`config.mk`:
```
export PLATFORM = sky130hd
export DESIGN_NAME = clcr_cluster
export DESIGN_NICKNAME = d
export VERILOG_FILES = /design/src/clcr_cluster.v /design/src/clcr_cell.v
export VERILOG_INCLUDE_DIRS = /design/src
export SDC_FILE = /design/constraint.sdc
export NUM_CORES = 1
export LEC_CHECK = 0
export BUFFER_PORTS_ARGS = -buffer_cell sky130_fd_sc_hd__buf_2
export CAP_MARGIN = 30
export CORE_MARGIN = 5
export CORE_UTILIZATION = 35
export CTS_BUF_LIST = sky130_fd_sc_hd__clkbuf_4
export DETAILED_ROUTE_END_ITERATION = 6
export SYNTH_ARGS = -nofsm -noshare
export SYNTH_HDL_FRONTEND = slang
export SYNTH_SLANG_ARGS = --single-unit
```
`constraint.sdc`:
```
create_clock -name clk_i -period 5.9 [get_ports clk_i]
set_input_delay 0.295 -clock clk_i [delete_from_list [all_inputs] [get_ports clk_i]]
set_output_delay 0.295 -clock clk_i [all_outputs]
set_load 0.05 [all_outputs]
```
`src/clcr_map.vh`:
```
// constants for the cell cluster register control block
`ifndef CLCR_MAP_VH
`define CLCR_MAP_VH

// geometry
`define CLCR_N_CELLS      16
`define CLCR_LUT_BITS     16
`define CLCR_N_ROW        6
`define CLCR_MAX_CTRL     4'd7
`define CLCR_MAX_NONGLOB  4'd4

// register offsets (byte addresses)
`define CLCR_OFS_SRC_LO   8'h00
`define CLCR_OFS_SRC_HI   8'h04
`define CLCR_OFS_MODE     8'h08
`define CLCR_OFS_CLK_SEL  8'h0c
`define CLCR_OFS_CLR_SEL  8'h10
`define CLCR_OFS_PRESET   8'h14
`define CLCR_OFS_CHAIN    8'h18
`define CLCR_OFS_STATUS   8'h1c
`define CLCR_OFS_ERR      8'h20
`define CLCR_OFS_BYPASS   8'h24
`define CLCR_OFS_LUT      8'h40

// source select codes: 0..5 row clock line, 6 local routing, 7 unused
`define CLCR_SEL_LOCAL    3'h6
`define CLCR_SEL_NONE     3'h7

// field positions inside source registers (3-bit select each, the two FALL fields 1-bit edge flags)
`define CLCR_F_CLK_A      0
`define CLCR_F_CLK_A_FALL 3
`define CLCR_F_CLK_B      4
`define CLCR_F_CLK_B_FALL 7
`define CLCR_F_GATE_A     8
`define CLCR_F_GATE_B     12
`define CLCR_F_CLR_A      0
`define CLCR_F_CLR_B      4
`define CLCR_F_SCLR       8
`define CLCR_F_SLOAD      12

// error bits
`define CLCR_E_OVER7      0
`define CLCR_E_NONGLOB    1
`define CLCR_E_PACKLOAD   2
`define CLCR_E_GATEA      3

// reset values
`define CLCR_RST_SRC      16'h7777
`define CLCR_RST_ZERO     16'h0000

`endif

```
`src/clcr_cluster.v`:
```
// cell cluster: control signal generation, register bus and sixteen cells
//
// The implementer's own choices: the register addresses and the address-and-strobe port.
`timescale 1ns/1ps
`default_nettype none
`include "clcr_map.vh"

module clcr_cluster #(
	parameter N_CELLS     = `CLCR_N_CELLS,
	parameter CHIP_CLR_EN = 1
) (
	input  wire                 clk_i,
	input  wire                 sys_rst_i,
	input  wire [7:0]           addr_i,
	input  wire [31:0]          wr_data_i,
	input  wire                 wr_i,
	input  wire                 rd_i,
	output reg  [31:0]          rd_data_o,
	input  wire [5:0]           row_clk_i,
	input  wire [7:0]           local_ctrl_i,
	input  wire                 chip_wide_clear_n_i,
	input  wire                 chain_i,
	input  wire [4*N_CELLS-1:0] cell_din_i,
	output reg  [N_CELLS-1:0]   cell_q_o,
	output reg  [N_CELLS-1:0]   cell_out_o,
	output reg                  chain_o,
	output reg  [3:0]           ctrl_err_o
);
	reg  [15:0]               src_lo_reg;
	reg  [15:0]               src_hi_reg;
	reg                       pack_reg;
	reg  [N_CELLS-1:0]        clk_sel_reg;
	reg  [N_CELLS-1:0]        clr_sel_reg;
	reg  [N_CELLS-1:0]        preset_reg;
	reg  [N_CELLS-1:0]        chain_reg;
	reg  [N_CELLS-1:0]        bypass_reg;
	reg  [2:0]                err_reg;
	reg  [2:0]                err_next;
	reg  [`CLCR_LUT_BITS-1:0] lut_mem [0:N_CELLS-1];
	reg                       clk_a_prev_reg;
	reg                       clk_b_prev_reg;
	reg  [31:0]               rd_next;
	reg  [15:0]               lo_next;
	reg  [15:0]               hi_next;
	reg                       pack_next;
	reg  [2:0]                chk;
	wire [N_CELLS-1:0]        q;
	wire [N_CELLS-1:0]        comb;
	wire                      clk_a_lvl;
	wire                      clk_b_lvl;
	wire                      gate_a_lvl;
	wire                      gate_b_lvl;
	wire                      clr_a_lvl;
	wire                      clr_b_lvl;
	wire                      sclr_lvl;
	wire                      sload_lvl;
	wire                      sload_used;
	wire                      tick_a;
	wire                      tick_b;
	wire                      chip_clr;
	integer                   r;
	integer                   rr;

	// level of one control from its selected source; unused reads as dflt
	function src_lvl;
		input [2:0] sel;
		input [5:0] row;
		input       loc;
		input       dflt;
		begin
			if (sel < `CLCR_SEL_LOCAL)
				src_lvl = row[sel];
			else if (sel == `CLCR_SEL_LOCAL)
				src_lvl = loc;
			else
				src_lvl = dflt;
		end
	endfunction

	// legality of a control setup: seven in use, four non-global, no pack+load
	function [2:0] cfg_chk;
		input [15:0] lo;
		input [15:0] hi;
		input        pack;
		integer      k;
		reg   [31:0] all;
		reg   [2:0]  s;
		reg   [3:0]  used;
		reg   [3:0]  nong;
		begin
			all  = {hi, lo};
			used = 4'h0;
			nong = 4'h0;
			for (k = 0; k < 8; k = k + 1)
			begin
				s = all[k*4 +: 3];
				if (s != `CLCR_SEL_NONE)
					used = used + 4'h1;
				if (s == `CLCR_SEL_LOCAL)
					nong = nong + 4'h1;
			end
			cfg_chk[`CLCR_E_OVER7]    = (used > `CLCR_MAX_CTRL);
			cfg_chk[`CLCR_E_NONGLOB]  = (nong > `CLCR_MAX_NONGLOB);
			cfg_chk[`CLCR_E_PACKLOAD] = pack &&
				(hi[`CLCR_F_SLOAD +: 3] != `CLCR_SEL_NONE);
		end
	endfunction

	// control levels; each control has its own local routing line
	assign clk_a_lvl  = src_lvl(src_lo_reg[`CLCR_F_CLK_A +: 3], row_clk_i, local_ctrl_i[0], 1'b0);
	assign clk_b_lvl  = src_lvl(src_lo_reg[`CLCR_F_CLK_B +: 3], row_clk_i, local_ctrl_i[1], 1'b0);
	assign gate_a_lvl = src_lvl(src_lo_reg[`CLCR_F_GATE_A +: 3], row_clk_i, local_ctrl_i[2], 1'b1);
	assign gate_b_lvl = src_lvl(src_lo_reg[`CLCR_F_GATE_B +: 3], row_clk_i, local_ctrl_i[3], 1'b1);
	assign clr_a_lvl  = src_lvl(src_hi_reg[`CLCR_F_CLR_A +: 3], row_clk_i, local_ctrl_i[4], 1'b0);
	assign clr_b_lvl  = src_lvl(src_hi_reg[`CLCR_F_CLR_B +: 3], row_clk_i, local_ctrl_i[5], 1'b0);
	assign sclr_lvl   = src_lvl(src_hi_reg[`CLCR_F_SCLR +: 3], row_clk_i, local_ctrl_i[6], 1'b0);
	assign sload_lvl  = src_lvl(src_hi_reg[`CLCR_F_SLOAD +: 3], row_clk_i, local_ctrl_i[7], 1'b0);
	assign sload_used = (src_hi_reg[`CLCR_F_SLOAD +: 3] != `CLCR_SEL_NONE);

	// cluster clocks become enable pulses on the chosen edge of their source;
	// a second clock on the same source with the other edge serves both edges
	assign tick_a = (src_lo_reg[`CLCR_F_CLK_A_FALL] ? (clk_a_prev_reg & ~clk_a_lvl)
		: (~clk_a_prev_reg & clk_a_lvl))
		& (sload_used | gate_a_lvl);
	assign tick_b = (src_lo_reg[`CLCR_F_CLK_B_FALL] ? (clk_b_prev_reg & ~clk_b_lvl)
		: (~clk_b_prev_reg & clk_b_lvl))
		& gate_b_lvl;

	// the chip-wide clear only exists when built in
	assign chip_clr = (CHIP_CLR_EN != 0) & ~chip_wide_clear_n_i;

	// edge history of both cluster clock sources
	always @(posedge clk_i)
	begin
		if (sys_rst_i)
		begin
			clk_a_prev_reg <= 1'b0;
			clk_b_prev_reg <= 1'b0;
		end
		else
		begin
			clk_a_prev_reg <= clk_a_lvl;
			clk_b_prev_reg <= clk_b_lvl;
		end
	end

	// proposed control setup; an illegal one is refused whole, not half applied
	always @*
	begin
		lo_next   = src_lo_reg;
		hi_next   = src_hi_reg;
		pack_next = pack_reg;
		if (wr_i && addr_i == `CLCR_OFS_SRC_LO)
			lo_next = wr_data_i[15:0];
		if (wr_i && addr_i == `CLCR_OFS_SRC_HI)
			hi_next = wr_data_i[15:0];
		if (wr_i && addr_i == `CLCR_OFS_MODE)
			pack_next = wr_data_i[0];
		chk = cfg_chk(lo_next, hi_next, pack_next);
		// sticky refusal flags: write one to clear, a new refusal wins
		err_next = err_reg;
		if (wr_i && addr_i == `CLCR_OFS_ERR)
			err_next = err_reg & ~wr_data_i[2:0];
		if (wr_i)
			err_next = err_next | chk;
	end

	// register writes
	always @(posedge clk_i)
	begin
		if (sys_rst_i)
		begin
			src_lo_reg  <= `CLCR_RST_SRC;
			src_hi_reg  <= `CLCR_RST_SRC;
			pack_reg    <= 1'b0;
			clk_sel_reg <= {N_CELLS{1'b0}};
			clr_sel_reg <= {N_CELLS{1'b0}};
			preset_reg  <= {N_CELLS{1'b0}};
			chain_reg   <= {N_CELLS{1'b0}};
			bypass_reg  <= {N_CELLS{1'b0}};
			err_reg     <= 3'h0;
		end
		else
		begin
			err_reg <= err_next;
			if (wr_i && chk == 3'h0)
			begin
				src_lo_reg <= lo_next;
				src_hi_reg <= hi_next;
				pack_reg   <= pack_next;
			end
			if (wr_i && addr_i == `CLCR_OFS_CLK_SEL)
				clk_sel_reg <= wr_data_i[N_CELLS-1:0];
			if (wr_i && addr_i == `CLCR_OFS_CLR_SEL)
				clr_sel_reg <= wr_data_i[N_CELLS-1:0];
			if (wr_i && addr_i == `CLCR_OFS_PRESET)
				preset_reg <= wr_data_i[N_CELLS-1:0];
			if (wr_i && addr_i == `CLCR_OFS_CHAIN)
				chain_reg <= wr_data_i[N_CELLS-1:0];
			if (wr_i && addr_i == `CLCR_OFS_BYPASS)
				bypass_reg <= wr_data_i[N_CELLS-1:0];
		end
	end

	// lut truth tables, one word per cell; no reset, software loads them
	always @(posedge clk_i)
	begin
		for (r = 0; r < N_CELLS; r = r + 1)
			if (wr_i && addr_i == (`CLCR_OFS_LUT + r[5:0] * 8'h04))
				lut_mem[r] <= wr_data_i[`CLCR_LUT_BITS-1:0];
	end

	// read mux; unmapped addresses read zero
	always @*
	begin
		rd_next = 32'h0000_0000;
		rr      = 0;
		case (addr_i)
			`CLCR_OFS_SRC_LO:  rd_next[15:0] = src_lo_reg;
			`CLCR_OFS_SRC_HI:  rd_next[15:0] = src_hi_reg;
			`CLCR_OFS_MODE:    rd_next[0] = pack_reg;
			`CLCR_OFS_CLK_SEL: rd_next[N_CELLS-1:0] = clk_sel_reg;
			`CLCR_OFS_CLR_SEL: rd_next[N_CELLS-1:0] = clr_sel_reg;
			`CLCR_OFS_PRESET:  rd_next[N_CELLS-1:0] = preset_reg;
			`CLCR_OFS_CHAIN:   rd_next[N_CELLS-1:0] = chain_reg;
			`CLCR_OFS_BYPASS:  rd_next[N_CELLS-1:0] = bypass_reg;
			`CLCR_OFS_STATUS:  rd_next[N_CELLS-1:0] = q;
			`CLCR_OFS_ERR:     rd_next[3:0] = {sload_used, err_reg};
			default:
			begin
				// own loop index, the write process keeps r to itself
				for (rr = 0; rr < N_CELLS; rr = rr + 1)
					if (addr_i == (`CLCR_OFS_LUT + rr[5:0] * 8'h04))
						rd_next[`CLCR_LUT_BITS-1:0] = lut_mem[rr];
			end
		endcase
	end

	// read data one cycle after the strobe, only in that cycle
	always @(posedge clk_i)
	begin
		if (sys_rst_i)
			rd_data_o <= 32'h0000_0000;
		else if (rd_i)
			rd_data_o <= rd_next;
		else
			rd_data_o <= 32'h0000_0000;
	end

	// the cells; sync clear and load are shared by all of them
	genvar g;
	generate
		for (g = 0; g < N_CELLS; g = g + 1)
		begin : g_cell
			clcr_cell u_cell (
				.clk_i       (clk_i),
				.sys_rst_i   (sys_rst_i),
				.chip_clr_i  (chip_clr),
				.tick_i      (clk_sel_reg[g] ? tick_b : tick_a),
				.aclr_i      (clr_sel_reg[g] ? clr_b_lvl : clr_a_lvl),
				.sclr_i      (sclr_lvl),
				.sload_i     (sload_lvl & ~pack_reg),
				.chain_sel_i (chain_reg[g]),
				.chain_i     ((g == 0) ? chain_i : q[(g == 0) ? 0 : g-1]),
				.preset_i    (preset_reg[g]),
				.lut_i       (lut_mem[g]),
				.din_i       (cell_din_i[4*g +: 4]),
				.q_o         (q[g]),
				.comb_o      (comb[g])
			);
		end
	endgenerate

	// registered cell outputs; bypass shows the lut instead of the register
	always @(posedge clk_i)
	begin
		if (sys_rst_i)
		begin
			cell_q_o   <= {N_CELLS{1'b0}};
			cell_out_o <= {N_CELLS{1'b0}};
			chain_o    <= 1'b0;
			ctrl_err_o <= 4'h0;
		end
		else
		begin
			cell_q_o   <= q;
			cell_out_o <= (bypass_reg & comb) | (~bypass_reg & q);
			chain_o    <= q[N_CELLS-1];
			ctrl_err_o <= {sload_used, err_reg};
		end
	end
endmodule // clcr_cluster

`default_nettype wire

```
`src/clcr_cell.v`:
```
// one logic cell: four-input lookup function and one programmable register
`timescale 1ns/1ps
`default_nettype none

module clcr_cell (
	input  wire        clk_i,
	input  wire        sys_rst_i,
	input  wire        chip_clr_i,
	input  wire        tick_i,
	input  wire        aclr_i,
	input  wire        sclr_i,
	input  wire        sload_i,
	input  wire        chain_sel_i,
	input  wire        chain_i,
	input  wire        preset_i,
	input  wire [15:0] lut_i,
	input  wire [3:0]  din_i,
	output wire        q_o,
	output wire        comb_o
);
	reg  q_int_reg;
	wire d_sel;
	wire d_int;

	// lut result, also the combinational bypass path
	assign comb_o = lut_i[din_i];
	// register input: own lut or the previous cell's register
	assign d_sel  = chain_sel_i ? chain_i : comb_o;
	// preset by push-back: store the inverse, invert again on the way out
	assign d_int  = preset_i ? ~d_sel : d_sel;
	assign q_o    = preset_i ? ~q_int_reg : q_int_reg;

	// chip clear > cluster clear > sync clear > sync load > data
	always @(posedge clk_i)
	begin
		if (sys_rst_i)
			q_int_reg <= 1'b0;
		else if (chip_clr_i)
			q_int_reg <= 1'b0;
		else if (aclr_i)
			q_int_reg <= 1'b0;
		else if (tick_i)
		begin
			if (sclr_i)
				q_int_reg <= preset_i; // output reads zero either way
			else if (sload_i)
				q_int_reg <= preset_i ? ~din_i[3] : din_i[3];
			else
				q_int_reg <= d_int;
		end
	end
endmodule // clcr_cell

`default_nettype wire

```
# ---- Word-level counts from Yosys, hierarchy flattened
# Memories as Yosys holds them, arrays and structs flattened.
# Index checks and enable logic that the tools add are counted.
dict set report op_classes {
  add_sub_neg 14
  n_lt_le_gt_ge 34
  n_eq_ne 50
  mux 311
  bitwise 70
  n_reduce_logical 64
}
# operator n
set op_table {}
lappend op_table {{$mux 16} 31}
lappend op_table {{$reduce_or 16->1} 15}
lappend op_table {{$mux 1} 220}
lappend op_table {{$eq 8x7->1 const B} 16}
lappend op_table {{$mux 4} 29}
lappend op_table {{$pmux 12 s9} 1}
lappend op_table {{$lt 4x5->1 const B} 16}
lappend op_table {{$bmux 1 s4} 16}
lappend op_table {{$add 4x1->4 const B} 14}
lappend op_table {{$not 1->1} 55}
lappend op_table {{$eq 3x3->1 const B} 16}
lappend op_table {{$reduce_or 3->1} 16}
lappend op_table {{$and 16x16->16} 2}
lappend op_table {{$eq 8x5->1 const B} 4}
lappend op_table {{$lt 3x4->1 const B} 8}
lappend op_table {{$mux 15} 2}
lappend op_table {{$pmux 3 s10} 1}
lappend op_table {{$logic_and 1x1->1} 27}
lappend op_table {{$ne 3x3->1 const B} 9}
lappend op_table {{$bmux 1 s3} 8}
lappend op_table {{$lt 3x3->1 const B} 8}
lappend op_table {{$eq 8x4->1 const B} 2}
lappend op_table {{$eq 8x6->1 const B} 2}
lappend op_table {{$not 16->16} 1}
lappend op_table {{other kinds (14)} 24}
dict set report totals {
  ff_bits 203
  ram_bits 256
  inputBits 124
  wordCells 579
  memories 1
}
# name words word_bits read_ports rd_clocked_by_memory_dff write_ports line_no
set memory_table {}
lappend memory_table {lut_mem 16 16 16 0 1 clcr_cluster.v:39} ;# reg [`CLCR_LUT_BITS-1:0] lut_mem [0:N_CELLS-1];

# ---- Depth between registers and ports, before layout
dict set report logic_depth {
  depth_word 23
  ltp_mapped 29
}

# ---- Modules after synthesis
# A second synthesis with hierarchy kept.
dict set report unflattened {
  cells_unflattened 2310
  hier_area_um2 23354.9
}
# module instances cells_each area_per_inst_um2 seq_area_each_um2
set by_module_without_submodules {}
lappend by_module_without_submodules {clcr_cluster 1 1702 18850.6 11090.6}
lappend by_module_without_submodules {clcr_cell 16 38 281.5 20.0}

# ---- Worst setup path after synthesis
# Ideal clock, no wire load.
dict set report synth_timing {
  path_type {input to register}
  start {in addr_i[4]}
  end {reg src_lo_reg[10]}
  setup_ns 0.072
  arrival_time_ns 5.915
  slack_ns -0.087
  cell_stages 26
  path_cell_list {clkbuf_1 nor4_2 buf_2 nand3_1 nor2_1 a21oi_1 ha_1 buf_1 or3_1 and2_1 ha_1 a21boi_0 a31oi_1 nand2b_1 o21ai_0 a221o_1 ha_1 mux2_2 ha_1 nand3b_1 o311a_1 a211oi_1 nor2_1 a211oi_4 buf_6 mux2i_1}
}
dict set report synth_via {
  elab_chain_len 22
}
# element line_no
set synth_lines {}
lappend synth_lines {{start: declaration} clcr_cluster.v:14} ;# input wire [7:0] addr_i,
lappend synth_lines {{$logic_not 8->1} -}
lappend synth_lines {{$logic_and 1x1->1 (no source line)} -}
lappend synth_lines {{$mux 15} clcr_cluster.v:153} ;# if (wr_i && addr_i == `CLCR_OFS_SRC_LO)
lappend synth_lines {{$ne 3x3->1 (no source line) / $eq 3x3->1 (equally long branches)} -}
lappend synth_lines {{$mux 1, on equally long branches} {clcr_cluster.v:97, clcr_cluster.v:99}}
lappend synth_lines {{$add 4x1->4, on equally long branches} {clcr_cluster.v:98, clcr_cluster.v:100}}
lappend synth_lines {{$mux 4, on equally long branches} {clcr_cluster.v:97, clcr_cluster.v:99}}
lappend synth_lines {{$add 4x1->4, on equally long branches} {clcr_cluster.v:98, clcr_cluster.v:100}}
lappend synth_lines {{[... 6 more ...]} -}
lappend synth_lines {{$mux 4, on equally long branches} {clcr_cluster.v:97, clcr_cluster.v:99}}
lappend synth_lines {{$add 4x1->4, on equally long branches} {clcr_cluster.v:98, clcr_cluster.v:100}}
lappend synth_lines {{$mux 4, on equally long branches} {clcr_cluster.v:97, clcr_cluster.v:99}}
lappend synth_lines {{$add 4x1->4, on equally long branches} {clcr_cluster.v:98, clcr_cluster.v:100}}
lappend synth_lines {{$mux 4, on equally long branches} {clcr_cluster.v:97, clcr_cluster.v:99}}
lappend synth_lines {{$gt 4x3->1 (no source line)} -}
lappend synth_lines {{$logic_not 3->1} clcr_cluster.v:186} ;# if (wr_i && chk == 3'h0)
lappend synth_lines {{$logic_and 1x1->1} clcr_cluster.v:186}
lappend synth_lines {{end signal: assignment} clcr_cluster.v:173} ;# src_lo_reg <= `CLCR_RST_SRC;
lappend synth_lines {{end signal: assignment} clcr_cluster.v:188} ;# src_lo_reg <= lo_next;
lappend synth_lines {{end: declaration} clcr_cluster.v:29} ;# reg [15:0] src_lo_reg;
# Several ways; a longest one is shown, not always the timed one.
# A chain may end at the register's enable or synchronous reset.

# ---- Worst setup path in the final report
dict set report layout_timing {
  start {reg src_lo_reg[4]}
  end {reg src_hi_reg[3]}
}
dict set report layout_via {
  elab_chain_len 19
}
# element line_no
set layout_lines {}
lappend layout_lines {{$mux 15 *} clcr_cluster.v:153}
lappend layout_lines {{$ne 3x3->1 (no source line) / $eq 3x3->1 (equally long branches)} -}
lappend layout_lines {{$mux 4, on equally long branches} {clcr_cluster.v:97, clcr_cluster.v:99}}
lappend layout_lines {{$add 4x1->4, on equally long branches} {clcr_cluster.v:98, clcr_cluster.v:100}}
lappend layout_lines {{$mux 4, on equally long branches} {clcr_cluster.v:97, clcr_cluster.v:99}}
lappend layout_lines {{$add 4x1->4, on equally long branches} {clcr_cluster.v:98, clcr_cluster.v:100}}
lappend layout_lines {{$mux 4, on equally long branches} {clcr_cluster.v:97, clcr_cluster.v:99}}
lappend layout_lines {{$add 4x1->4, on equally long branches} {clcr_cluster.v:98, clcr_cluster.v:100}}
lappend layout_lines {{[... 3 more ...]} -}
lappend layout_lines {{$add 4x1->4, on equally long branches} {clcr_cluster.v:98, clcr_cluster.v:100}}
lappend layout_lines {{$mux 4, on equally long branches} {clcr_cluster.v:97, clcr_cluster.v:99}}
lappend layout_lines {{$add 4x1->4, on equally long branches} {clcr_cluster.v:98, clcr_cluster.v:100}}
lappend layout_lines {{$mux 4, on equally long branches} {clcr_cluster.v:97, clcr_cluster.v:99}}
lappend layout_lines {{$gt 4x3->1 (no source line)} -}
lappend layout_lines {{$logic_not 3->1 *} clcr_cluster.v:186}
lappend layout_lines {{$logic_and 1x1->1 *} clcr_cluster.v:186}
lappend layout_lines {{$reduce_and 2->1 (no source line) *} -}
lappend layout_lines {{end signal: assignment} clcr_cluster.v:174} ;# src_hi_reg <= `CLCR_RST_SRC;
lappend layout_lines {{end signal: assignment} clcr_cluster.v:189} ;# src_hi_reg <= hi_next;
lappend layout_lines {{end: declaration} clcr_cluster.v:30} ;# reg [15:0] src_hi_reg;
# Mark *: on every way between the ends. The rest lies on a longest branch, timed or not.

==> summary.txt <==
Power
  – Leakage: 0.00947 µW
  – VDD IR max: between 0.0001 and 0.00015 V
  – Pwr dens: 251 nW/µm²

Hold path
  – Hold Crit Class: in -> reg

Clock network
  – CTS root buf: clkbuf_4
  – Worst skew pair latency: 0.93 ns
  – CTS tree: built
  – Clock-pin transition on the worst setup and hold timing paths: 0.09 ns
  – Max H-tree Level: 3
  – CTS Buf Count: 114
  – Max clock buf depth: 3
  – CTS sink count: 442

Floorplanning
  – Site Rows: between 90 and 100
  – Core Area: 61900 µm²
  – IO Count: 193
  – Die Wd: 260 µm
  – Die area: 67800 µm²
  – Initial Util: 35.4%
  – Height of the die: 260 µm

Final layout
  – Max FFs per register: 256
  – Share of cells above drive strength 1: 24.1%
  – Synth-to-Final Area Change: 19.1%
  – Most flop-heavy register: lut_mem
  – Filler cell count: between 5000 and 6000
  – Final Non-Filler Cells: 3232
  – Post-route cell area: ~26000 µm²
  – Nets@finish: 2434

Timing
  – Worst slew pin tran: 1.14 ns
  – Fin. Hold Viols: 0
  – Skew final: 0.0619 ns
  – Peak Freq: 0.179 GHz
  – Post-route setup slack: 0.323 ns
  – Fin Setup TNS: 0 ns
  – Tcrit/Tclk final: a little over nine tenths
  – Slew Limit Headroom: 23.4%
  – RSZ-0062 raised after global routing: false
  – Final setup violation count: 0
  – Min Tclk post-route: around 5.6 ns
  – Count of pins over their slew limit: 0

Placed design
  – DP HPWL: 64.9 mm
  – DP Area: 24100 µm²
  – Pre-CTS setup slack: -0.00349 ns
  – Dpl cells: 2973
  – Final GP Congestion: 0.952
  – Port bufs: between 150 and 200

Critical path
  – CP Data Arrival Time: 6.37 ns
  – Req. time, crit path: about 6.7 ns
  – Startpoint types: flop
  – Kind of critical path: reg -> reg
  – Setup crit end kind: flop
  – Crit-path max FO: 15

GRT
  – Vias in the first global route: 19000
  – GRT Util Overall: 25.8%
  – M1 GR Usage: 32.6%
  – Pin count of the biggest net entering global routing: just under 90
  – Antenna violations before repair: 6
  – First-pass GRT wire length: between 100 and 150 mm
  – Grt ovf: 0
  – Gr busiest metal: met2
  – Met3 usage: 6.40%
  – GRT met2 Usage: 41.5%

Synthesis
  – Mapped cell area: between 20000 and 25000 µm²
  – Netlist cell types: 86
  – Top cell type's share of synthesized area: 35.0%
  – Post-synth top flop: edfxtp_1
  – EDFF count, synth: 256
  – Asr flop ratio synth: 0%
  – Top-count cell post-synth: nand2_1
  – Yosys warning total: 0
  – Mapped Cells: 1989
  – Post-synthesis average cell area: 11.0 µm²
  – Number of synthesized register bits: 442
  – Area leader, netlist: edfxtp_1
  – Sequential cell area fraction in the yosys report: a little over half
  – Top cells by area, synth: edfxtp_1 (35%), dfxtp_1 (17%), mux4_2 (10%)
  – Post-synth top cells: nand2_1 (267), edfxtp_1 (256), nor2_1 (208), dfxtp_1 (186), a21oi_1 (172)

Detailed routing
  – Vias: 19400
  – Drt via density: 5.99
  – Post-route ant nets: 0
  – Avg WL per Cell: 27.9 µm
  – DRC Markers: 0
  – First DRT Iteration DRCs: approximately 2500
  – Pre-Repair DR Iteration Count: 6
  – Routed wire length: between 90 and 100 mm

Status
  – Status: completed

Flow run
  – Max_cap viols: 0
==> routing by layer <==
metal / up-vias / routed length [µm]
met3: 270 / 10000
met5: - / 46
met2: 1320 / 41800
met4: 6 / 4860
met1: 9499 / 33300
li1: 8255 / -
==> cell usage in the layout (no fill, tap or decap), drive strengths merged, types with 25 or more instances in the layout <==
master         n
nand2        267
buf          257
edfxtp       256
nor2         209
dfxtp        186
a21oi        172
clkbuf       169
mux4          99
o21ai         84
mux2i         65
a22oi         62
nand3         55
dlygate4sd3   46
xnor2         43
clkinv        37
inv           36
a221oi        33
o211ai        25
==> kinds of logic after synthesis <==
| group | Yosys count | share of synthesized area [%] |
|---|---|---|
| multiplexers | 169 | 13.4 |
| AND/OR/NAND/NOR | 647 | 13.2 |
| AO/OA/AOI/OAI | 500 | 14.9 |
| flip-flops | 442 | 52.0 |
| XOR/XNOR | 56 | 2.49 |
| buffers and inverters | 162 | 3.31 |
| other | 1 | 0.0171 |
| adder cells (fa/ha/maj) | 12 | 0.684 |
==> power breakdown <==
part | switching (µW) | total (µW) | internal, µW
Clock | 1360 | 2810 | 1450
Sequential | 4.25 | 3260 | 3260
Combinational | 314 | 482 | 167
Total | 1680 | 6560 | 4880
==> stage by stage <==
stage | power (µW) | hold slack [ns] | utilization [%]
2_1_floorplan | 3560 | 0.394 | -
3_3_place_gp | 3770 | 0.461 | 38.8
3_5_place_dp | 3780 | 0.465 | 39.0
4_1_cts | 6600 | 0.00177 | 42.2
5_1_grt | 6780 | 0.0581 | 42.2
6_report | 6560 | 0.0238 | 42.2
==> final timing paths <==
kind                    from        endpoint  slack, ns  cells after the start
max            src_lo_reg[4]   src_hi_reg[3]       0.32                     22
min          local_ctrl_i[1]  clk_b_prev_reg       0.02                      4
max reg2reg    src_lo_reg[4]   src_hi_reg[3]       0.32                     22
min reg2reg     chain_reg[8]    chain_reg[8]       0.48                      2
==> cell type report <==
cell class / instances / area [µm²] / area share [%]
inverter: 37 / 139 / 0.531
tap: 837 / 1050 / 4.01
sequential: 442 / 11400 / 43.7
timing repair buffer: 303 / 2040 / 7.82
clock inverter: 40 / 277 / 1.06
antenna: 4 / 10.0 / 0.0383
clock buffer: 169 / 1270 / 4.85
multi-input combinational: 1400 / 9950 / 38.0
==> what timing repair did <==
| action | 4_1_cts | 5_1_grt |
|---|---|---|
| hold buffers | 46 | 0 |
| hold endpoints to repair | 328 | 0 |
| resized for setup | 0 | 0 |
| setup buffers | 0 | 0 |
==> critical path, stage by stage, from the launching register on <==
cell and delay [ns]:
dfxtp_1 0.33, and3b_1 0.22, a21oi_1 0.27, ha_1 0.31, or3_1 0.39, and2_1 0.19, ha_1 0.27, a21boi_0 0.14
a31oi_1 0.31, nand2b_1 0.16, o21ai_0 0.08, a221o_1 0.32, ha_1 0.29, mux2_2 0.29, ha_1 0.18, nand2_1 0.07
xor2_1 0.14, o311a_1 0.19, and4b_1 0.22, nor2_1 0.36, a211o_1 0.18, buf_4 0.29, mux2i_1 0.24
Power figures use the tool's default switching activity.
